## config.mk

```make
export PLATFORM = sky130hd
export DESIGN_NAME = serial_status
export DESIGN_NICKNAME = d
export VERILOG_FILES = /design/src/verilog/status_pkg.sv /design/src/verilog/serial_status.sv /design/src/verilog/pin_sync.sv
export VERILOG_INCLUDE_DIRS = /design/src /design/src/verilog
export SDC_FILE = /design/constraint.sdc
export NUM_CORES = 1
export LEC_CHECK = 0
export BUFFER_PORTS_ARGS = -buffer_cell sky130_fd_sc_hd__buf_4
export CAP_MARGIN = 10
export CELL_PAD_IN_SITES_DETAIL_PLACEMENT = 0
export CELL_PAD_IN_SITES_GLOBAL_PLACEMENT = 1
export CORE_MARGIN = 1
export CORE_UTILIZATION = 35
export CTS_CLUSTER_SIZE = 12
export DETAILED_ROUTE_END_ITERATION = 8
export MAX_ROUTING_LAYER = met4
export PLACE_DENSITY = 0.84
export SYNTH_ARGS = -nofsm -noshare
export SYNTH_HDL_FRONTEND = slang
export SYNTH_SLANG_ARGS = --single-unit
```

## constraint.sdc

```tcl
create_clock -name mclk_in -period 2.2 [get_ports mclk_in]
set_input_delay 0.33 -clock mclk_in [delete_from_list [all_inputs] [get_ports mclk_in]]
set_output_delay 0.33 -clock mclk_in [all_outputs]
set_load 0.01 [all_outputs]
```

## src/verilog/status_params.svh

```systemverilog
// Register offsets, bit positions, reset values and timing constants of the serial status block
`ifndef STATUS_PARAMS_SVH
`define STATUS_PARAMS_SVH

`define ADDR_W 6
`define OFS_STATUS 6'h00
`define OFS_DATA 6'h04
`define OFS_CTRL 6'h08
`define OFS_IRQ_STAT 6'h0C
`define OFS_IRQ_EN 6'h10
`define BIT_PE 0
`define BIT_FE 1
`define BIT_NF 2
`define BIT_ORE 3
`define BIT_IDLE 4
`define BIT_RXF 5
`define BIT_TC 6
`define BIT_TXE 7
`define BIT_CTS 9
`define BIT_CTL_TXON 0
`define BIT_CTL_CTSE 1
`define BIT_CTL_ASYNC 2
`define SEQ_MASK 10'h01F
`define STATUS_RESET 10'h0C0
`define CTRL_RESET 3'h4
`define IRQ_W 10
`define DATA_W 9
`define TC_NS 20
`define MCLK_MHZ 50

`endif

```

## src/verilog/status_pkg.sv

```systemverilog
// Types shared by the serial status block
`include "status_params.svh"
package status_pkg;
	typedef logic [`IRQ_W-1:0] status_word_t;
	typedef logic [`DATA_W-1:0] data_char_t;
	typedef enum logic [1:0] {TX_IDLE, TX_SHIFT} tx_state_t;
endpackage

```

## src/verilog/serial_status.sv

```systemverilog
// Status flags of the serial port with register port and interrupt
`timescale 1ns/10ps
`default_nettype none
`include "status_params.svh"
module serial_status (
	input wire logic mclk_in,
	input wire logic rst_in,
	input wire logic [`ADDR_W-1:0] addr_in,
	input wire logic [31:0] wdata_in,
	input wire logic wr_in,
	input wire logic rd_in,
	output logic [31:0] rdata_out,
	input wire logic cts_n_in,
	input wire logic tx_load_in,
	input wire logic tx_last_bit_in,
	input wire logic rx_done_in,
	input wire logic [`DATA_W-1:0] rx_char_in,
	input wire logic rx_stop_bit_in,
	input wire logic rx_parity_bad_in,
	input wire logic rx_noise_in,
	input wire logic rx_idle_in,
	output logic [`DATA_W-1:0] tx_char_out,
	output logic tx_pending_out,
	output logic rx_halted_out,
	output logic rx_full_req_out,
	output logic tx_path_on_out,
	output logic irq_out
);
	import status_pkg::*;

	// ==========================================
	// Register decode
	function automatic logic hit(input logic [`ADDR_W-1:0] a, input logic [`ADDR_W-1:0] ofs);
		hit = (a == ofs);
	endfunction

	logic wr_status;
	logic wr_data;
	logic wr_ctrl;
	logic wr_clr;
	logic wr_en;
	logic rd_status;
	logic rd_data;
	assign wr_status = wr_in && hit(addr_in, `OFS_STATUS);
	assign wr_data = wr_in && hit(addr_in, `OFS_DATA);
	assign wr_ctrl = wr_in && hit(addr_in, `OFS_CTRL);
	assign wr_clr = wr_in && hit(addr_in, `OFS_IRQ_STAT);
	assign wr_en = wr_in && hit(addr_in, `OFS_IRQ_EN);
	assign rd_status = rd_in && hit(addr_in, `OFS_STATUS);
	assign rd_data = rd_in && hit(addr_in, `OFS_DATA);

	// ==========================================
	// Control register
	logic [2:0] ctrl_q;
	always_ff @(posedge mclk_in) begin
		if (rst_in) begin
			ctrl_q <= `CTRL_RESET;
		end else if (wr_ctrl) begin
			ctrl_q <= wdata_in[2:0];
		end
	end
	logic tx_on;
	logic cts_en;
	logic async_mode;
	assign tx_on = ctrl_q[`BIT_CTL_TXON];
	assign cts_en = ctrl_q[`BIT_CTL_CTSE];
	assign async_mode = ctrl_q[`BIT_CTL_ASYNC];
	assign tx_path_on_out = tx_on;

	// ==========================================
	// Clear-to-send input
	logic cts_level;
	logic cts_change;
	pin_sync cts_sync (
		.mclk_in(mclk_in),
		.rst_in(rst_in),
		.pin_in(cts_n_in),
		.level_out(cts_level),
		.change_out(cts_change)
	);

	// ==========================================
	// Transmit holding register
	data_char_t tx_char_q;
	logic txe_q;
	logic tc_q;
	always_ff @(posedge mclk_in) begin
		if (rst_in) begin
			tx_char_q <= 9'h000;
		end else if (wr_data) begin
			tx_char_q <= wdata_in[`DATA_W-1:0];
		end
	end
	assign tx_char_out = tx_char_q;
	assign tx_pending_out = !txe_q;

	always_ff @(posedge mclk_in) begin
		if (rst_in) begin
			txe_q <= 1'h1;
		end else if (wr_data) begin
			txe_q <= 1'h0;
		end else if (tx_load_in) begin
			txe_q <= 1'h1;
		end
	end

	always_ff @(posedge mclk_in) begin
		if (rst_in) begin
			tc_q <= 1'h1;
		// off or frame end with nothing pending
		end else if (!tx_on || (tx_last_bit_in && txe_q && !wr_data)) begin
			tc_q <= 1'h1;
		end else if (wr_data) begin
			tc_q <= 1'h0;
		end
	end

	// ==========================================
	// Receive side
	data_char_t rx_char_q;
	logic rxf_q;
	logic halted_q;
	logic [4:0] err_q;
	logic fe_ev;
	logic pe_ev;
	logic rx_take;
	assign rx_take = rx_done_in && !halted_q;
	// low stop bit in asynchronous mode
	assign fe_ev = rx_take && async_mode && !rx_stop_bit_in;
	assign pe_ev = rx_take && rx_parity_bad_in;

	always_ff @(posedge mclk_in) begin
		if (rst_in) begin
			rx_char_q <= 9'h000;
		end else if (rx_take) begin
			rx_char_q <= rx_char_in;
		end
	end

	// reception stops until the errors are cleared
	always_ff @(posedge mclk_in) begin
		if (rst_in) begin
			halted_q <= 1'h0;
		end else if (fe_ev || pe_ev) begin
			halted_q <= 1'h1;
		end else if (!err_q[`BIT_FE] && !err_q[`BIT_PE]) begin
			halted_q <= 1'h0;
		end
	end
	assign rx_halted_out = halted_q;

	always_ff @(posedge mclk_in) begin
		if (rst_in) begin
			rxf_q <= 1'h0;
		end else if (rx_take) begin
			rxf_q <= 1'h1;
		end else if (rd_data || (wr_status && !wdata_in[`BIT_RXF])) begin
			rxf_q <= 1'h0;
		end
	end

	// no receive-full request for a bad frame
	logic rx_req_q;
	always_ff @(posedge mclk_in) begin
		if (rst_in) begin
			rx_req_q <= 1'h0;
		end else if (rx_take) begin
			rx_req_q <= !(fe_ev || pe_ev);
		end else if (rd_data || (wr_status && !wdata_in[`BIT_RXF])) begin
			rx_req_q <= 1'h0;
		end
	end
	assign rx_full_req_out = rx_req_q;

	// ==========================================
	// Error, idle and clear-to-send flags
	logic [4:0] err_ev;
	logic [4:0] snap_q;
	logic armed_q;
	always_comb begin
		err_ev = 5'h00;
		err_ev[`BIT_PE] = pe_ev;
		err_ev[`BIT_FE] = fe_ev;
		err_ev[`BIT_NF] = rx_take && rx_noise_in;
		// accepted frame ends with unread data; a halted receiver takes no frame
		err_ev[`BIT_ORE] = rx_take && rxf_q;
		err_ev[`BIT_IDLE] = rx_idle_in;
	end

	// remember which flags the status read saw
	always_ff @(posedge mclk_in) begin
		if (rst_in) begin
			snap_q <= 5'h00;
			armed_q <= 1'h0;
		end else if (rd_status) begin
			snap_q <= err_q;
			armed_q <= 1'h1;
		end else if (rd_data) begin
			armed_q <= 1'h0;
		end
	end

	// status then data read, a new event wins
	always_ff @(posedge mclk_in) begin
		if (rst_in) begin
			err_q <= 5'h00;
		end else if (rd_data && armed_q) begin
			err_q <= (err_q & ~snap_q) | err_ev;
		end else begin
			err_q <= err_q | err_ev;
		end
	end

	logic cts_q;
	always_ff @(posedge mclk_in) begin
		if (rst_in) begin
			cts_q <= 1'h0;
		// change counted only with flow control on
		end else if (cts_en && cts_change) begin
			cts_q <= 1'h1;
		end else if (wr_status && !wdata_in[`BIT_CTS]) begin
			cts_q <= 1'h0;
		end
	end

	// ==========================================
	// Status word, interrupt and read data
	status_word_t status;
	always_comb begin
		status = 10'h000;
		status[4:0] = err_q;
		status[`BIT_RXF] = rxf_q;
		status[`BIT_TC] = tc_q;
		status[`BIT_TXE] = txe_q;
		status[`BIT_CTS] = cts_q;
	end

	// Sticky event bits: rx ready, errors and idle, cts, tc rise, tx load
	status_word_t ev;
	status_word_t ist_q;
	status_word_t ien_q;
	logic tc_prev_q;
	always_ff @(posedge mclk_in) begin
		if (rst_in) begin
			tc_prev_q <= 1'h1;
		end else begin
			tc_prev_q <= tc_q;
		end
	end
	always_comb begin
		ev = 10'h000;
		ev[4:0] = err_ev;
		ev[`BIT_RXF] = rx_take && !(fe_ev || pe_ev);
		ev[`BIT_TC] = tc_q && !tc_prev_q;
		ev[`BIT_TXE] = tx_load_in;
		ev[`BIT_CTS] = cts_en && cts_change;
	end
	always_ff @(posedge mclk_in) begin
		if (rst_in) begin
			ist_q <= 10'h000;
		end else if (wr_en) begin
			ist_q <= ist_q | ev;
		end else begin
			ist_q <= (ist_q & ~(wr_clr ? wdata_in[`IRQ_W-1:0] : 10'h000)) | ev;
		end
	end
	always_ff @(posedge mclk_in) begin
		if (rst_in) begin
			ien_q <= 10'h000;
		end else if (wr_en) begin
			ien_q <= wdata_in[`IRQ_W-1:0];
		end
	end
	assign irq_out = |(ist_q & ien_q);

	always_ff @(posedge mclk_in) begin
		if (rst_in) begin
			rdata_out <= 32'h0000_0000;
		end else if (rd_status) begin
			rdata_out <= {22'h000000, status};
		end else if (rd_data) begin
			rdata_out <= {23'h000000, rx_char_q};
		end else if (rd_in && hit(addr_in, `OFS_CTRL)) begin
			rdata_out <= {29'h00000000, ctrl_q};
		end else if (rd_in && hit(addr_in, `OFS_IRQ_STAT)) begin
			rdata_out <= {22'h000000, ist_q};
		end else if (rd_in && hit(addr_in, `OFS_IRQ_EN)) begin
			rdata_out <= {22'h000000, ien_q};
		end else begin
			rdata_out <= 32'h0000_0000;
		end
	end
endmodule
`default_nettype wire

```

## src/verilog/pin_sync.sv

```systemverilog
// Three-stage synchroniser with agreement-based change detection
`timescale 1ns/10ps
`default_nettype none
module pin_sync (
	input wire logic mclk_in,
	input wire logic rst_in,
	input wire logic pin_in,
	output logic level_out,
	output logic change_out
);
	logic s1_q;
	logic s2_q;
	logic s3_q;
	logic lvl_q;

	always_ff @(posedge mclk_in) begin
		if (rst_in) begin
			s1_q <= 1'h1;
			s2_q <= 1'h1;
			s3_q <= 1'h1;
		end else begin
			s1_q <= pin_in;
			s2_q <= s1_q;
			s3_q <= s2_q;
		end
	end

	// A new level counts only once stages two and three agree
	always_ff @(posedge mclk_in) begin
		if (rst_in) begin
			lvl_q <= 1'h1;
		end else if (s2_q == s3_q) begin
			lvl_q <= s3_q;
		end
	end

	assign level_out = lvl_q;
	assign change_out = (s2_q == s3_q) && (s3_q != lvl_q);
endmodule
`default_nettype wire

```

; Yosys cells after proc, flatten, opt, wreduce, memory -nomap -nowiden
; Cells that the tools add are included.
[word_totals]
reg_bits = 95
in_bits = 59
output_inout_bits = 46
elab_cells = 106
[classes]
eq_ne = 6
n_mux = 19
bitwise_logic = 9
reduce_logical = 50
[op_table]
columns = cell, n
row1 = $mux 10, 7
row2 = $logic_and 1x1->1, 26
row3 = $and 10x10->10, 2
row4 = $or 10x10->10, 2
row5 = $eq 6x4->1 const B, 2
row6 = $logic_not 1->1, 11
row7 = $mux 1, 11
row8 = $not 10->10, 1
row9 = $or 5x5->5, 2
row10 = $reduce_bool 2->1, 5
row11 = $reduce_or 10->1, 1
row12 = $eq 6x3->1 const B, 1
row13 = $eq 6x5->1 const B, 1
row14 = $logic_not 6->1, 1
row15 = $and 5x5->5, 1
row16 = $mux 5, 1
row17 = $not 5->5, 1
row18 = $reduce_or 5->1, 1
row19 = $reduce_or 2->1, 2
row20 = $logic_or 1x1->1, 3
row21 = $eq 1x1->1, 1
row22 = $ne 1x1->1, 1

; Logic depth before layout (Yosys ltp)
; Gate-level depths: netlist (run 1).
[logic_depth]
depth_word = 9
ltp_mapped = 7
ltp_nobuf = 4

; By module
; A second synthesis (run 1) with hierarchy kept.
[hier_totals]
hier_cells = 392
area_unflattened_um2 = 3447.1
[by_module_without_submodules]
columns = module, instances, cells_each, area_each_um2, seq_area_each_um2
row1 = serial_status, 1, 379, 3309.4, 1381.3
row2 = pin_sync, 1, 13, 137.6, 80.1

; Worst setup path after synthesis (run 1)
; Ideal clock, no wire load.
[synth_timing]
path_type = input port to flip-flop
start = input addr_in[5]
end = register ctrl_q[2]
setup_time_ns = 0.120
t_arrival_ns = 1.442
required_ns = 2.080
path_slack_ns = 0.638
cell_stages = 4
n_path_buf = 0
cell_sequence = or4_4 nor3_4 nor2b_1 a211o_1
[synth_between]
elab_chain_len = 2
[synth_rtl]
columns = item, line_no
row1 = start: declaration, serial_status.sv:8  ; input wire logic [`ADDR_W-1:0] addr_in,
row2 = $eq 6x4->1, serial_status.sv:34  ; hit = (a == ofs);
row3 = $logic_and 1x1->1, serial_status.sv:46  ; assign wr_ctrl = wr_in && hit(addr_in, `OFS_CTRL);
row4 = end signal: assignment, serial_status.sv:57  ; ctrl_q <= `CTRL_RESET;
row5 = end signal: assignment, serial_status.sv:59  ; ctrl_q <= wdata_in[2:0];
row6 = end: declaration, serial_status.sv:54  ; logic [2:0] ctrl_q;
; Every way passes these cells.
; A chain may end at the register's enable or synchronous reset.

; Worst setup path after layout (run 1)
[layout_timing]
start = register ist_q[8]
end = output irq_out
[layout_between]
elab_chain_len = 2
[layout_rtl]
columns = item, line_no
row1 = start: declaration, serial_status.sv:240  ; status_word_t ist_q;
row2 = start signal: assignment, serial_status.sv:262  ; ist_q <= ist_q | ev;
row3 = start signal: assignment, serial_status.sv:264  ; ist_q <= (ist_q & ~(wr_clr ? wdata_in[`IRQ_W-1:0] : 10'h000)) | ev;
row4 = $and 10x10->10, serial_status.sv:274  ; assign irq_out = |(ist_q & ien_q);
row5 = $reduce_or 10->1, serial_status.sv:274
row6 = end: declaration, serial_status.sv:27  ; output logic irq_out
; Every way passes these cells.

==> results of run 1 <==
-- layout by cell type (no fill, tap or decap), types with 4 or more instances in the layout --
cell type  count
a311oi_1       7
nand2b_1       8
nor2_1        41
a22o_1         4
nand3_1        4
a21oi_1       30
nand2_1       33
buf_4         66
o21ai_0       13
a22oi_1        7
mux2i_1       28
nand4_1        5
nor2b_1        4
inv_1          9
clkbuf_8      11
dfxtp_1       73
a21o_1         4
nor3_1         4
conb_1        22
or2_2          6
-- layout make-up --
class                      count  area, um^2  share of cell area (%)
tap                          108         135                    3.53
timing repair buffer          66         495                    12.9
inverter                       9        33.8                   0.883
clock inverter                 3        40.0                    1.05
sequential                    73        1460                    38.2
multi-input combinational    251        1510                    39.3
clock buffer                  12         155                    4.05
-- kinds of logic (layout without fill, tap and decap cells) --
group / count (synthesis) / in the layout / synth area share, %
buffers and inverters: 48 / 90 / 8.49
other: 1 / 22 / 0.119
AND/OR/NAND/NOR: 121 / 121 / 19.4
flip-flops: 73 / 73 / 46.3
AO/OA/AOI/OAI: 79 / 79 / 16.4
multiplexers: 29 / 29 / 9.24
-- stage by stage --
stage | instances | total power, mW
final | 522 | 2.66
after global routing | 522 | 2.76
after CTS | 522 | 2.68
after detailed placement | 507 | 1.65
after global placement | 507 | 1.65
after floorplan | 372 | 1.57
-- layer usage --
layer / vias to the layer above / track usage (%)
met4: 0 / 6.31
met2: 86 / 25.0
met5: - / -
li1: 1302 / -
met1: 1206 / 23.8
met3: 8 / 3.47
-- worst min path at each step --
stage / slack (ns) / to
global placement: 0.39 / cts_sync.s2_q
detailed placement: 0.39 / cts_sync.s2_q
finish: 0.17 / cts_sync.s1_q
floorplan: 0.39 / cts_sync.s2_q
CTS: 0.17 / cts_sync.s1_q
global route: 0.17 / cts_sync.s1_q
-- state kept, by name (all words and copies together), names as in the netlist, 3 cells and up --
register,count
tx_char_out,9
ctrl_q,3
rdata_out,10
ien_q,10
ist_q,10
err_q,5
rx_char_q,9
snap_q,5
-- worst max-delay path, delay by kind of cell (launching register included) --
family / cells / cell delay (ns)
compound gates: 2 / 0.45
buf+inv: 1 / 0.17
flops: 1 / 0.33
simple gates: 1 / 0.16
-- power by group through the flow --
stage / registers (mW) / logic (mW) / clock network (mW)
floorplan: 1.41 / 0.163 / 0
global placement: 1.41 / 0.236 / 0
detailed placement: 1.41 / 0.240 / 0
CTS: 1.38 / 0.242 / 1.06
global route: 1.39 / 0.268 / 1.11
finish: 1.38 / 0.240 / 1.03
==> results.toml, run 1 <==
[power]
comb_power_share_pct = 9.1
power_switching_uw = 623
seq_power_share_pct = 52.1
leakage_nw = 1.76
switching_share_pct = 23.4
power_density_nw_per_um2 = 694
internal-power_mw = 2.03
p_clk_share_pct = 38.9
ir_drop_mv = 0.359

[final_layout]
syn_to_final_growth_pct = 21.3
fillers = 860
drive_above_1_share_pct = 22.9
design_area_um2 = 3830
post-route-util_pct = 43.9
antenna_cells = 0
nets = 469

[sta]
maxSlewHeadroom_pct = 60.8
whs_ns = 0.174
tightest_slew_ns = 0.583
max_freq_mhz = 560
fin_crit_ns = 1.78
finalHoldViolCount = 0
setup_viol = 0
fin_ws_ns = 0.415
period_share_pct = 81.1
rsz0062_at_grt = "false"
setup_tns_ns = 0
drv_slew = 0
finClkSkew_ns = 0.00632

[run]
drv_cap = 0

[critical_path]
startpoint = "ist_q[8]"
cp_slowest_cell = "dfxtp_1"
arrival_ns = 1.45
end_kind = "output port"
crit_path_end = "irq_out"
reg2reg_slack_ns = 0.61
r2r_start = "rx_halted_out"
critical_path_class = "flop to output port"
rr_worst_depth = 4
crit_required_ns = 1.87
slowest_delay_ns = 0.33
path_cells = "a22o_1 > a221oi_1 > nand4_1 > buf_4"
r2r_end = "err_q[1]"
startpoint_type = "flop"
critPathMaxFanout = 3

[route]
dr_total_vias = 2602
routedWlPerCell_um = 14.8
drtPass1Iterations = 4
routed.top_layer = "met4"
wl_met2_um = 3490
via_per_inst = 4.98
drtAntennaViolNets = 0
post-route-drc-count = 0
drt_wl_total_um = 7730
drt-met1-wl_um = 3710
wl_met3_um = 444
first_iter_violations = 142

[placed_design]
dp_slack_ns = 0.311
hpwl_um = 5560
numPortBuffers = 60
place_congestion = 0.886
place_area_um2 = 3630

[run_status]
outcome = "complete, no violations"

[clock_tree]
cts_resized = 0
cts_sinks = 73
clk_path_buf_depth = 2
clkLatencyLatePin_ns = 0.34
cts_tree = "done"
ctsHoldBuffers = 0
h-tree-depth = 3
root_buffer = "clkbuf_8"
cts_buffers = 9
cts_setup_buffers = 0
clk_pin_slew_worst_paths_ns = 0.07

[synthesis]
ys_seq_elements = 73
ys_seq_area_share_pct = 46.3
yosysMostFrequentCell = "dfxtp_1"
synth_top_area_share_pct = 46.3
ys.flop_type = "dfxtp_1"
postSynthCellCount = 351
yosys-top-cells-area = "dfxtp_1 (46%), mux2i_1 (8.9%), buf_4 (5.2%), nor2_1 (4.9%), a21oi_1 (4.8%)"
ys_warn_count = 0
synth_edf_count = 0
yosysTopAreaCell = "dfxtp_1"
avgSynthCellArea_um2 = 8.99
ys_top_cells_by_count = "dfxtp_1 (73), nor2_1 (41), nand2_1 (33)"
synth_area_um2 = 3160
async_reset_ff_share_pct = 0
synth_cell_types = 46

[global_routing]
track_usage_pct = 17.3
grt_pass1_wl_um = 12500
grt_max_degree = 38
grt_pass1_vias = 2498
grt_overflow_total = 0
antenna_found_initial = 0

[floorplanning]
core_area_um2 = 8720
die-area_um2 = 9400
die_w_um = 97.0
rows = 34
die_h_um = 97.0
io_pins = 105
start_util_pct = 36.2

[worst_hold_path]
min_path_cells = 2
min-delay-start = "cts_n_in"
hold_class = "input port to flop"
No activity file was read; power rests on OpenSTA's default activity.
==> run 2, diff against run 1 <==
- ABC_AREA: unset -> 1
- CORE_UTILIZATION: 35 -> 32
- clock period: 2.2 -> 1.6 ns (I/O delays scaled with it)
==> results.toml, run 2 <==
[power]
ir_drop_mv = 0.492
seq_power_share_pct = 50.8
switching_share_pct = 25.1
power_switching_uw = 942
power_density_nw_per_um2 = 940
comb_power_share_pct = 9.0
p_clk_share_pct = 40.2
leakage_nw = 1.82
internal-power_mw = 2.81

[global_routing]
grt_pass1_vias = 2727
track_usage_pct = 17.5
grt_max_degree = 35
antenna_found_initial = 0
grt_pass1_wl_um = 13300
grt_overflow_total = 0

[route]
drtPass1Iterations = 4
first_iter_violations = 224
drt_wl_total_um = 8380
drtAntennaViolNets = 0
routedWlPerCell_um = 13.2
dr_total_vias = 2923
via_per_inst = 4.59
post-route-drc-count = 0

[synthesis]
yosysMostFrequentCell = "nand2_1"
yosys-top-cells-area = "dfxtp_1 (45%), nand2_1 (11%), a21oi_1 (6.0%), nor2_1 (5.9%), buf_4 (5.3%)"
ys_seq_elements = 73
ys_seq_area_share_pct = 45.2
ys_warn_count = 0
synth_edf_count = 0
async_reset_ff_share_pct = 0
synth_cell_types = 30
ys.flop_type = "dfxtp_1"
synth_top_area_share_pct = 45.2
yosysTopAreaCell = "dfxtp_1"
synth_area_um2 = 3230
avgSynthCellArea_um2 = 7.43
postSynthCellCount = 435
ys_top_cells_by_count = "nand2_1 (91), dfxtp_1 (73), nor2_1 (51)"

[final_layout]
post-route-util_pct = 40.9
design_area_um2 = 4000
nets = 558
syn_to_final_growth_pct = 23.7
antenna_cells = 0
layout_common_cells = "nand2_1 (88), buf_4 (69), dfxtp_1 (65), nor2_1 (51), a21oi_1 (39)"
drive_above_1_share_pct = 24.0
multi_input_area_um2 = 1460
fillers = 1045
layout_commonest_cell = "nand2_1"
seqCellArea_um2 = 1470
reg.largest.list = "ien_q x10, ist_q x10, rdata_out x10"

[clock_tree]
clk_path_buf_depth = 2
cts_sinks = 73
clk_pin_slew_worst_paths_ns = 0.08
cts_buffers = 9
cts_tree = "done"
root_buffer = "clkbuf_8"
h-tree-depth = 3
clkLatencyLatePin_ns = 0.36

[sta]
finalHoldViolCount = 0
drv_slew = 0
max_freq_mhz = 638
rsz0062_at_grt = "true"
fin_crit_ns = 1.57
finClkSkew_ns = 0.00874
whs_ns = 0.0577
setup_viol = 0
period_share_pct = 97.9

[floorplanning]
core_area_um2 = 9770
die_w_um = 102
die-area_um2 = 10500
die_h_um = 102
start_util_pct = 33.1
io_pins = 105
rows = 36

[critical_path]
crit_required_ns = 1.36
critical_path_class = "flop to output port"
startpoint_type = "flop"
path_cells = "nand2_2 > nand3_2 > a211oi_2 > nand3_1 > buf_4"
slowest_delay_ns = 0.34
arrival_ns = 1.33
cp_slowest_cell = "dfxtp_2"
crit_family = "flip-flops"
end_kind = "output port"
path_buf_inv = 1
critPathMaxFanout = 3

[placed_design]
hpwl_um = 6130
numPortBuffers = 60
place_area_um2 = 3760
place_congestion = 0.817

[worst_hold_path]
hold_class = "input port to flop"

[run]
drv_cap = 0

[run_status]
outcome = "complete, no violations"
## run 2: logic make-up (layout without fill, tap and decap cells)
kind of cell | Yosys count | after routing | synth area share (%)
AND/OR/NAND/NOR | 202 | 202 | 28.9
AO/OA/AOI/OAI | 81 | 81 | 13.2
flip-flops | 73 | 73 | 45.2
other | 1 | 22 | 0.116
buffers and inverters | 78 | 126 | 12.6
## run 2: layout make-up
class	count	share of cell area (%)
Multi-Input combinational cell	305	36.6
Inverter	40	3.79
Tap cell	133	4.16
Clock inverter	4	1.28
Timing Repair Buffer	70	13.5
Clock buffer	12	3.88
Sequential cell	73	36.8
## run 2: layer usage
layer,up-vias,share of wire [%],global-route usage [%]
met5,-,0,-
met4,0,1.3,7.03
met3,9,4.7,3.59
met2,76,49,28.1
met1,1361,45,21.6
li1,1477,-,-
## run 2: metrics by stage
step	setup slack (ns)	instances	TNS, ns	power [mW]
6_report	0.0335	637	0	3.76
5_1_grt	-0.0608	637	-0.0608	3.93
4_1_cts	0.0174	637	0	3.79
3_5_place_dp	0.109	621	0	2.29
3_3_place_gp	0.140	621	0	2.28
2_1_floorplan	0.377	456	0	2.16
## run 2: final timing paths
check	slack, ns	from	to	cells past startpoint
min reg2reg	0.43	cts_sync.s1_q	cts_sync.s2_q	1
min	0.06	cts_n_in	cts_sync.s1_q	2
max reg2reg	0.20	rx_halted_out	rx_full_req_out	8
max	0.03	ien_q[3]	irq_out	5
## run 2: power groups by stage
stage	Clock [mW]	Sequential [mW]	Combinational (mW)
4_1_cts	1.54	1.91	0.341
3_5_place_dp	0	1.95	0.340
6_report	1.51	1.91	0.339
3_3_place_gp	0	1.95	0.335
2_1_floorplan	0	1.94	0.220
5_1_grt	1.64	1.91	0.376
## run 2: timing repair
action | CTS | global route
pin swaps | 2 | 5
hold buffers | 0 | 0
setup buffers | 0 | 0
setup endpoints to repair | 1 | 1
gates resized for setup | 5 | 10
